[src/common/smp_pkg.sv]
package smp_pkg;

  // register addresses on the plain register port
  localparam logic [1:0] ADDR_CTL_A = 2'h0;
  localparam logic [1:0] ADDR_CTL_B = 2'h1;
  localparam logic [1:0] ADDR_DATA = 2'h2;

  // serial_port_control_a fields
  localparam int CTLA_MODE_LSB = 5;
  localparam int CTLA_EN_BIT = 1;
  localparam int CTLA_ICF_BIT = 0;

  // serial_port_control_b fields
  localparam int CTLB_POL_BIT = 5;
  localparam int CTLB_EDGE_BIT = 4;
  localparam int CTLB_MLS_BIT = 3;
  localparam int CTLB_CSEN_BIT = 2;
  localparam int CTLB_WCOL_BIT = 1;
  localparam int CTLB_TRF_BIT = 0;

  // reset values
  localparam logic [2:0] MODE_RST = 3'h7;
  localparam logic [7:0] CTLB_RST = 8'h00;
  localparam logic [7:0] DATA_RST = 8'h00;

  // mode_clock_select encodings
  localparam logic [2:0] MODE_DIV4 = 3'h0;
  localparam logic [2:0] MODE_DIV16 = 3'h1;
  localparam logic [2:0] MODE_DIV64 = 3'h2;
  localparam logic [2:0] MODE_SUB = 3'h3;
  localparam logic [2:0] MODE_TMR = 3'h4;
  localparam logic [2:0] MODE_SLAVE = 3'h5;
  localparam logic [1:0] MODE_OFF_HI = 2'h3;

  // last count of a half serial clock period, in system clocks minus one
  localparam logic [4:0] HALF_DIV4_LAST = 5'h01;
  localparam logic [4:0] HALF_DIV16_LAST = 5'h07;
  localparam logic [4:0] HALF_DIV64_LAST = 5'h1f;

  // serial clock edges in one byte (eight clock periods)
  localparam logic [4:0] EDGES_PER_BYTE = 5'h10;

  typedef enum logic {SMP_IDLE, SMP_SHIFT} smp_state_e;

endpackage : smp_pkg

[src/verilog/smp_clkdiv.sv]
`timescale 1ns/1ps

module smp_clkdiv
  import smp_pkg::*;
(
  input wire logic clk, // system clock
  input wire logic rst, // synchronous reset
  input wire logic run, // master transfer in progress
  input wire logic [2:0] mode, // clock source select
  input wire logic sub_tick, // sub clock half-period pulse
  input wire logic tmr_tick, // timer match pulse
  output logic tick // half-period pulse, registered
);

  typedef struct packed {
    logic [4:0] cnt;
    logic tick;
  } smp_div_s;

  smp_div_s q;
  smp_div_s d;
  logic [4:0] last;

  always_comb
  begin
    d = q;
    d.tick = 1'b0;
    last = HALF_DIV4_LAST;
    unique case (mode)
      MODE_DIV16: last = HALF_DIV16_LAST;
      MODE_DIV64: last = HALF_DIV64_LAST;
      default: last = HALF_DIV4_LAST;
    endcase
    if (!run)
    begin
      d.cnt = 5'h00;
    end
    else if (mode == MODE_SUB)
    begin
      d.tick = sub_tick;
    end
    else if (mode == MODE_TMR)
    begin
      d.tick = tmr_tick;
    end
    else if (q.cnt == last)
    begin
      d.cnt = 5'h00;
      d.tick = 1'b1;
    end
    else
    begin
      d.cnt = q.cnt + 5'h01;
    end
  end

  always_ff @(posedge clk)
  begin
    if (rst)
    begin
      q <= '0;
    end
    else
    begin
      q <= d;
    end
  end

  assign tick = q.tick;

endmodule : smp_clkdiv

[src/verilog/smp_port.sv]
// Local design decisions: the register offsets and the address-and-strobe port.
`timescale 1ns/1ps

// Notes on behaviour
// - select_pin_enable set makes slave_select_n a live select line; clear floats it.
// - data write during a transfer is dropped and sets write_collision_flag.
// - write_collision_flag set only by hardware, cleared by software writing zero.
// - transfer_complete_flag set when a byte ends, cleared only by software.
// - transfer_complete_flag drives the interrupt request output.
// - enabled master starts a full-duplex transfer on a data write.
// - slave shifts data out and in on edges from the external master.
// - slave presents each output bit ahead of the chosen sampling edge.
// - port keeps working in idle states while its clock source runs.
// - enabled idle master or unselected slave drives serial_data_out high, input floats.
// - enabled master holds serial clock at the polarity idle level.
// - enabled slave never drives the serial clock line.
// - port_enable low releases all four serial pins.
// - master makes its own clock; slave uses only the external one.
// - received bits collect in shift_buffer and copy over when complete.
// - master and slave share the same bit order setting.
// - mode field picks master clock source, slave, or disable.
// - polarity picks idle level; active edge bit picks capture edge.
// - bit_order_select one shifts MSB first, zero LSB first.
// - slave deselected mid-byte sets incomplete and complete flags.
module smp_port
  import smp_pkg::*;
(
  input wire logic clk, // system clock
  input wire logic rst, // synchronous reset, active high
  input wire logic [1:0] addr, // register address
  input wire logic [7:0] wdata, // register write data
  input wire logic wr, // write strobe
  input wire logic rd, // read strobe
  output logic [7:0] rdata, // read data, cycle after rd
  input wire logic sub_clk_tick, // sub clock half-period pulse
  input wire logic timer_match_tick, // timer period match pulse
  input wire logic serial_data_in, // serial input pin
  output logic serial_data_out, // serial output pin level
  output logic serial_data_out_oe, // serial output drive enable
  input wire logic serial_clock_line_in, // serial clock pin level
  output logic serial_clock_line_out, // serial clock drive level
  output logic serial_clock_line_oe, // serial clock drive enable
  input wire logic slave_select_n_in, // select pin level
  output logic slave_select_n_out, // select drive level
  output logic slave_select_n_oe, // select drive enable
  output logic pins_claimed, // port owns its pins
  output logic transfer_irq // transfer complete request
);

  typedef struct packed {
    logic [2:0] mode;
    logic en;
    logic icf;
    logic pol;
    logic ckeg;
    logic mls;
    logic csen;
    logic wcol;
    logic trf;
    logic [7:0] data;
    logic [7:0] txsh;
    logic [7:0] rxsh;
    smp_state_e st;
    logic [4:0] edges;
    logic sck;
    logic sck_prev;
    logic [7:0] rdata;
    logic sdo;
    logic sdo_oe;
    logic sck_oe;
    logic ss;
    logic ss_oe;
    logic claimed;
    logic irq;
  } smp_regs_s;

  smp_regs_s q;
  smp_regs_s d;
  logic active;
  logic is_master;
  logic is_slave;
  logic selected;
  logic busy;
  logic wr_data;
  logic wr_ctla;
  logic wr_ctlb;
  logic div_tick;
  logic edge_ev;
  logic leading;
  logic sample;
  logic shift_out;
  logic finish;
  logic abort;
  logic start;
  logic [7:0] rx_next;
  logic [7:0] tx_next;

  assign active = q.en && (q.mode[2:1] != MODE_OFF_HI);
  assign is_master = active && (q.mode != MODE_SLAVE);
  assign is_slave = active && (q.mode == MODE_SLAVE);
  assign selected = is_slave && (!q.csen || !slave_select_n_in);
  assign busy = (q.st == SMP_SHIFT);
  assign wr_data = wr && (addr == ADDR_DATA);
  assign wr_ctla = wr && (addr == ADDR_CTL_A);
  assign wr_ctlb = wr && (addr == ADDR_CTL_B);
  assign start = is_master && !busy && wr_data;

  // master edges come from the divider, slave edges from the pin
  assign edge_ev = is_master ? (div_tick && busy)
                             : (selected && (serial_clock_line_in != q.sck_prev));
  assign leading = is_master ? !q.edges[0] : (serial_clock_line_in == q.pol);
  assign sample = (leading == q.ckeg);
  assign shift_out = !sample && (q.edges != 5'h00);
  assign finish = edge_ev && (q.edges == EDGES_PER_BYTE - 5'h01);
  assign abort = is_slave && busy && q.csen && slave_select_n_in;
  assign rx_next = !sample ? q.rxsh :
                   q.mls ? {q.rxsh[6:0], serial_data_in}
                         : {serial_data_in, q.rxsh[7:1]};
  assign tx_next = q.mls ? {q.txsh[6:0], 1'b0} : {1'b0, q.txsh[7:1]};

  smp_clkdiv u_div (
    .clk(clk),
    .rst(rst),
    .run(is_master && busy),
    .mode(q.mode),
    .sub_tick(sub_clk_tick),
    .tmr_tick(timer_match_tick),
    .tick(div_tick)
  );

  always_comb
  begin
    d = q;
    d.sck_prev = serial_clock_line_in;
    if (wr_ctla)
    begin
      d.mode = wdata[CTLA_MODE_LSB +: 3];
      d.en = wdata[CTLA_EN_BIT];
      d.icf = wdata[CTLA_ICF_BIT];
    end
    if (wr_ctlb)
    begin
      d.pol = wdata[CTLB_POL_BIT];
      d.ckeg = wdata[CTLB_EDGE_BIT];
      d.mls = wdata[CTLB_MLS_BIT];
      d.csen = wdata[CTLB_CSEN_BIT];
      d.wcol = q.wcol && wdata[CTLB_WCOL_BIT];
      d.trf = q.trf && wdata[CTLB_TRF_BIT];
    end
    if (!busy)
    begin
      d.txsh = q.data;
      d.sck = ~q.pol;
    end
    if (wr_data)
    begin
      if (busy)
      begin
        d.wcol = 1'b1;
      end
      else
      begin
        d.data = wdata;
      end
    end
    if (start)
    begin
      d.txsh = wdata;
      d.st = SMP_SHIFT;
      d.edges = 5'h00;
    end
    if (edge_ev)
    begin
      if (is_master)
      begin
        d.sck = ~q.sck;
      end
      d.rxsh = rx_next;
      if (shift_out)
      begin
        d.txsh = tx_next;
      end
      d.st = SMP_SHIFT;
      d.edges = q.edges + 5'h01;
    end
    if (finish)
    begin
      d.st = SMP_IDLE;
      d.edges = 5'h00;
      d.data = rx_next;
      d.trf = 1'b1;
    end
    if (abort)
    begin
      d.st = SMP_IDLE;
      d.edges = 5'h00;
      d.icf = 1'b1;
      d.trf = 1'b1;
    end
    if (!active)
    begin
      d.st = SMP_IDLE;
      d.edges = 5'h00;
    end
    // pin drive, registered
    d.claimed = active;
    d.sdo_oe = active;
    d.sdo = ((d.st == SMP_SHIFT) || selected)
            ? (q.mls ? d.txsh[7] : d.txsh[0]) : 1'b1;
    d.sck_oe = is_master;
    d.ss_oe = is_master && q.csen;
    d.ss = (d.st != SMP_SHIFT);
    d.irq = q.trf;
    d.rdata = 8'h00;
    if (rd)
    begin
      unique case (addr)
        ADDR_CTL_A: d.rdata = {q.mode, 3'h0, q.en, q.icf};
        ADDR_CTL_B: d.rdata = {2'h0, q.pol, q.ckeg, q.mls, q.csen, q.wcol, q.trf};
        ADDR_DATA: d.rdata = q.data;
        default: d.rdata = 8'h00;
      endcase
    end
  end

  always_ff @(posedge clk)
  begin
    if (rst)
    begin
      q <= '0;
      q.mode <= MODE_RST;
      {q.pol, q.ckeg, q.mls, q.csen, q.wcol, q.trf} <= CTLB_RST[5:0];
      q.data <= DATA_RST;
      q.sdo <= 1'b1;
      q.ss <= 1'b1;
      q.sck <= 1'b1;
    end
    else
    begin
      q <= d;
    end
  end

  assign rdata = q.rdata;
  assign serial_data_out = q.sdo;
  assign serial_data_out_oe = q.sdo_oe;
  assign serial_clock_line_out = q.sck;
  assign serial_clock_line_oe = q.sck_oe;
  assign slave_select_n_out = q.ss;
  assign slave_select_n_oe = q.ss_oe;
  assign pins_claimed = q.claimed;
  assign transfer_irq = q.irq;
endmodule : smp_port

[config.mk]
export PLATFORM = sky130hd
export DESIGN_NAME = smp_port
export DESIGN_NICKNAME = d
export VERILOG_FILES = /design/src/common/smp_pkg.sv /design/src/verilog/smp_clkdiv.sv /design/src/verilog/smp_port.sv
export SDC_FILE = /design/constraint.sdc
export NUM_CORES = 1
export LEC_CHECK = 0
export ABC_AREA = 1
export CAP_MARGIN = 25
export CORE_MARGIN = 2
export CORE_UTILIZATION = 57
export DETAILED_ROUTE_END_ITERATION = 6
export DONT_BUFFER_PORTS = 1
export PLACE_DENSITY_LB_ADDON = 0.05
export SYNTH_ARGS = -nofsm -noshare
export SYNTH_HDL_FRONTEND = slang
export SYNTH_SLANG_ARGS = --single-unit
[constraint.sdc]
create_clock -name clk -period 1.4 [get_ports clk]
set_input_delay 0.28 -clock clk [delete_from_list [all_inputs] [get_ports clk]]
set_output_delay 0.28 -clock clk [all_outputs]
set_load 0.01 [all_outputs]
-- After elaboration in Yosys (flattened, before gate mapping)
Index checks and enable logic that the tools add are counted.
- add/sub/neg operators: 2
- equal/unequal tests: 15
- multiplexer cells: 31
- bitwise operators: 9
- reductions and logical operators: 39
- operators by type and width (kind ; count):
    8-bit two-way mux ; 8
    6-bit two-way mux ; 4
    8-bit one-hot mux with 3 select lines ; 1
    23-bit two-way mux ; 1
    1-bit logical AND ; 20
    1-bit two-way mux ; 13
    5-bit by 1-bit adder with 5-bit output (second input constant) ; 2
    5-bit one-hot mux with 2 select lines ; 1
    9-bit two-way mux ; 1
    1-bit inverter ; 9
    3-bit by 2-bit == test with 1-bit output (second input constant) ; 2
    3-bit == test (second input constant) ; 2
    2-bit nonzero test ; 3
    2-bit OR reduction ; 3
    5-bit by 4-bit == test with 1-bit output (second input constant) ; 1
    5-bit == test ; 1
    1-bit logical NOT ; 5
    5-bit two-way mux ; 1
    5-bit nonzero test ; 1
    2-bit AND reduction ; 2
    4-bit OR reduction ; 1
    3-bit by 1-bit == test with 1-bit output (second input constant) ; 1
    3-bit != test (second input constant) ; 1
    3-bit nonzero test ; 1
    9 further kinds ; 11
- register bits: 63

-- Depth between registers and ports, before layout
- depth in word-level cells: 15
- gate-level depth with buffers: 13
- mapped depth without buffers: 12

-- Cells and area by module
From an unflattened synthesis, not the netlist that was laid out.
- cells, all modules: 502
- area total of the unflattened synthesis: 3314.4 µm²
- by module, submodules not included (module ; instances ; cells an instance ; area each (µm²) ; seq. area each (µm²)):
    smp_port ; 1 ; 444 ; 2926.6 ; 1141.1
    smp_clkdiv ; 1 ; 58 ; 387.9 ; 120.1

-- Worst setup path after synthesis
Ideal clock, no wire load.
- path kind: register to register
- start: register, netlist name q[57]
- end: register q, in the netlist serial_data_out
- library setup time: 0.117 ns
- data arrival time: 1.355 ns
- data required time: 1.283 ns
- path slack: -0.072 ns
- stages on the path, launching flop included: 11
- period minus slack after synthesis: 1.472 ns
- cells stage by stage: dfxtp_1 -> nand2_2 -> nand2_2 -> inv_2 -> nand3_1 -> nand3_4 -> nand2_4 -> buf_12 -> nand3_2 -> nand3_2 -> nand3_2
- cells in the longest elaborated chain, start to end: 13
- elaborated cells on any way between the ends: 30
- ends and longest elaborated chain (element ; line ; text):
    2-bit != test ; smp_port.sv:98 ; assign active = q.en && (q.mode[2:1] != MODE_OFF_HI);
    1-bit logical AND ; smp_port.sv:98 ;
    1-bit logical AND (on tied branches) ; smp_port.sv:99, smp_port.sv:100 ;
    1-bit logical AND (on tied branches) ; smp_port.sv:106, smp_port.sv:101 ;
    1-bit logical AND (on tied branches) ; smp_port.sv:106, smp_port.sv:110 ;
    6-bit two-way mux / 1-bit two-way mux (equally long branches) ; smp_port.sv:166, smp_port.sv:109 ;
    23-bit two-way mux / 1-bit logical AND (equally long branches) ; smp_port.sv:172, smp_port.sv:114 ;
    6-bit two-way mux ; smp_port.sv:186 ; if (finish)
    6-bit two-way mux ; smp_port.sv:193 ; if (abort)
    6-bit two-way mux ; smp_port.sv:200 ; if (!active)
    1-bit logical OR ; smp_port.sv:208 ; d.sdo = ((d.st == SMP_SHIFT) || selected)
    1-bit inverter (no source line) ; n/a ;
    2-bit OR reduction (no source line) ; n/a ;
    end: declaration ; smp_port.sv:77 ; smp_regs_s q;
Several ways; a longest one is shown, not always the timed one. The select of a mux whose other input is x is not followed.
A chain may end at the register's enable or synchronous reset.

-- Final worst setup path
- start: register, netlist name q[56]
- end: register q, in the netlist serial_data_out
- cells in the longest elaborated chain, start to end: 13
- elaborated cells on any way between the ends: 30
- ends and longest elaborated chain (element ; line):
    2-bit != test ; smp_port.sv:98
    1-bit logical AND ; smp_port.sv:98
    1-bit logical AND (on tied branches) ; smp_port.sv:99, smp_port.sv:100
    1-bit logical AND (on tied branches) ; smp_port.sv:106, smp_port.sv:101
    1-bit logical AND (on tied branches) ; smp_port.sv:106, smp_port.sv:110
    6-bit two-way mux / 1-bit two-way mux (equally long branches) ; smp_port.sv:166, smp_port.sv:109
    23-bit two-way mux / 1-bit logical AND (equally long branches) ; smp_port.sv:172, smp_port.sv:114
    6-bit two-way mux ; smp_port.sv:186
    6-bit two-way mux ; smp_port.sv:193
    6-bit two-way mux ; smp_port.sv:200
    1-bit logical OR ; smp_port.sv:208
    1-bit inverter (no source line) ; n/a
    2-bit OR reduction (no source line) ; n/a
Several ways; a longest one is shown, not always the timed one. The select of a mux whose other input is x is not followed.

==> flow_summary.toml <==
[sta]
fmax_mhz = 661
layout_min_cycle_time_ps = 1510
finalHoldViolCount = 0
rsz0062_at_grt = "yes"
hold_ws_ps = 25.2
final-setup-viol-count = 32
fin_crit_sh_pct = 108
worst_slack_ps = -113
worst_slew_margin_rel_pct = 75.2
maxSlewViolCount = 0
worstMarginPinSlew_ps = 371
finalClockSkew_ps = 8.84
fin_tns_setup_ps = -2270

[clock_network]
cts_buffers = 9
clk_pin_slew_ps = 80
cts_buffer_depth = 2
cts-root-buf = "clkbuf_8"
cts_tree = "built"
clock_sinks = 63
clock_latency_ps = 360
htreeDepth = 3

[logic_synthesis]
synth_area_leader_cell = "dfxtp_1"
yosysUniqueCellTypes = 37
postSynthAreaPerCell_um2 = 6.99
synth_seq_cells = 63
yosys.area.top_type_share_pct = 35.9
synthCells = 503
syn_area_um2 = 3520
synth_nets = 526
synth_area_leaders = "dfxtp_1, nand2_1, inv_1, o21ai_0, nand3_1"
synth_warnings = 0
yosysSeqAreaShare_pct = 35.9

[pwr]
p_leak_nw = 1.99
peakVddDrop_uv = 805
pwr_density_cell_nw_per_um2 = 974
p_total_mw = 4.29

[worst_hold_path]
hold_depth = 2
hp-start = "rst"
hp-class = "in2reg"
whs_endpoint = "serial_clock_line_out"

[setup_path]
r2r-start = "q[56]"
path_class = "reg2reg"
cp-end-kind = "flip-flop"
critical_path_required_ps = 1650
timing.reg2reg.setup_slack_ps = -110
cp_max_fo = 9
r2r_cells = 10
regToRegEndpoint = "serial_data_out"
critPathLaunchType = "flip-flop"
crit_arrival_ps = 1770

[finish]
design_area_um2 = 4410
finalNetCount = 572
seq_area_um2 = 1280
utilization_pct = 74.0
multi_input_area_um2 = 2010
area.growth.synth_to_final_pct = 25.3
fillCellCount = 451
finalNonFillerCells = 629
diodes = 0
drive_gt1_share_pct = 28.0

[floorplanning]
start_util_pct = 59.0
io_pins = 35
die_width_um = 82.5
design.die.area_um2 = 6810
coreArea_um2 = 5960
die_h_um = 82.5
rows = 28

[route]
drtIter0Drc = 256
routed_wirelength_mm = 9.77
wl_per_cell_um = 15.5
vias = 3446
drc = 0
drt_first_pass_iters = 5
viasPerCell = 5.48
ant_nets = 0

[grt]
antenna_found_initial = 0
grt_overflow = 0
grt_max_degree = 31
grt_pass1_wl_mm = 15.1
grt_pass1_vias = 3164
grt_usage_pct = 30.3

[place]
port_buffers = 0
post_dp_cell_area_um2 = 3850
pre_cts_slack_ps = -129
gp_congestion = 0.877
dp_hpwl_mm = 6.87
dp.cells = 604

[status]
failed_checks = "negative setup slack"
outcome = "finished with violations"

[flow_run]
cap_viol_max_count = 0
-- metal layers --
layer / global-route usage [%] / vias to the layer above / wire (um)
met5: 0 / - / 0
met3: 7.07 / 36 / 774
li1: - / 1689 / -
met1: 37.4 / 1574 / 4030
met4: 14.3 / 0 / 308
met2: 49.7 / 147 / 4650
-- report_power, final --
part           internal [mW]  switching [mW]
clock                   1.19           0.791
combinational          0.187           0.261
sequential              1.83          0.0415
total                   3.20            1.09
-- worst max-delay path, stage by stage, from the launching register on --
cell	delay, ps
dfxtp_4	380
nand2_4	90
nand2_4	70
nor2_2	170
nand2_4	100
a21oi_4	220
nand2_4	130
nand2_2	100
nand2_1	50
nand2_1	60
nand3_2	50
-- synthesized netlist by cell type --
cell type    n
buf_2        6
nand3b_1     4
a31oi_1      1
or2_2        1
buf_6        2
nand3_1     37
nand4_2      1
nand4_1      3
inv_1       66
buf_4        9
buf_1        1
a21boi_0     1
buf_12       1
xor2_1       3
a21oi_4      1
nor3_1       5
o211ai_1     6
o21ai_0     49
nand3_2      4
dfxtp_1     63
nand2_4     13
nor2_1      35
o21bai_1     1
ha_1         4
o21ai_1      4
a21oi_1     23
clkbuf_1     4
clkinv_4     1
nand2_2      8
o2111ai_1    1
nor2_4       2
nand2_1    128
or2_1        1
nor2_2       2
nand3_4      5
inv_2        5
xnor2_1      2
-- cells by family (layout without fill, tap and decap cells) --
family / after synthesis / count (layout) / share of synthesized area [%]
fa+ha+maj: 4 / 4 / 1.42
buf+inv: 95 / 146 / 12.3
flops: 63 / 63 / 35.9
xor+xnor: 5 / 5 / 1.25
simple gates: 249 / 249 / 35.7
compound gates: 87 / 87 / 13.4
-- state kept, by name (all words and copies together) (netlist names) --
register               flops
u_div.q                    5
transfer_irq               1
slave_select_n_oe          1
slave_select_n_out         1
busy                       1
u_div.tick                 1
rdata                      8
serial_data_out            1
serial_clock_line_out      1
d                          1
serial_clock_line_oe       1
q                         40
pins_claimed               1
-- layout by cell type, fill, tap and decap left out, types with 3 or more instances in the layout --
cell / instances
nand2_1: 123
inv_1: 62
dfxtp_1: 56
buf_4: 44
o21ai_0: 40
nand3_1: 31
nor2_1: 27
a21oi_1: 18
nand2_4: 17
o21ai_1: 12
nand3_2: 10
clkbuf_8: 9
nand2_2: 8
nor2_2: 7
buf_6: 7
o211ai_1: 6
nand3_4: 5
nor2_4: 5
inv_2: 5
nand3b_1: 4
a21oi_2: 4
dlygate4sd3_1: 4
dfxtp_4: 4
inv_4: 3
nand4_1: 3
nor3_1: 3
dfxtp_2: 3
bufinv_16: 3
-- repair_timing --
| item | in CTS | in global routing |
|---|---|---|
| setup buffers | 1 | 3 |
| pin swaps | 7 | 6 |
| gates resized for setup | 29 | 49 |
| hold buffers | 3 | 1 |
| gates cloned | 0 | 1 |
| endpoints found under the hold margin | 8 | 5 |
| setup endpoints to repair | 38 | 39 |
-- final cells by class --
class                      instances  area share, %
tap                               75           2.13
clock buffer                       9           2.81
sequential                        63           29.0
inverter                          72           6.53
multi-input combinational        345           45.5
timing repair buffer              58           11.2
clock inverter                     7           2.73
-- worst max path at each step --
stage / startpoint / endpoint / slack [ps] / cells after the start
3_3_place_gp: q[57] / q[42] / -90 / 12
6_report: q[56] / serial_data_out / -110 / 10
3_5_place_dp: q[17] / q[42] / -130 / 9
4_1_cts: q[57] / q[41] / -90 / 10
5_1_grt: q[57] / q[42] / -180 / 12
2_1_floorplan: q[55] / serial_data_out / -5 / 9
(Power assumes the default switching activity.)
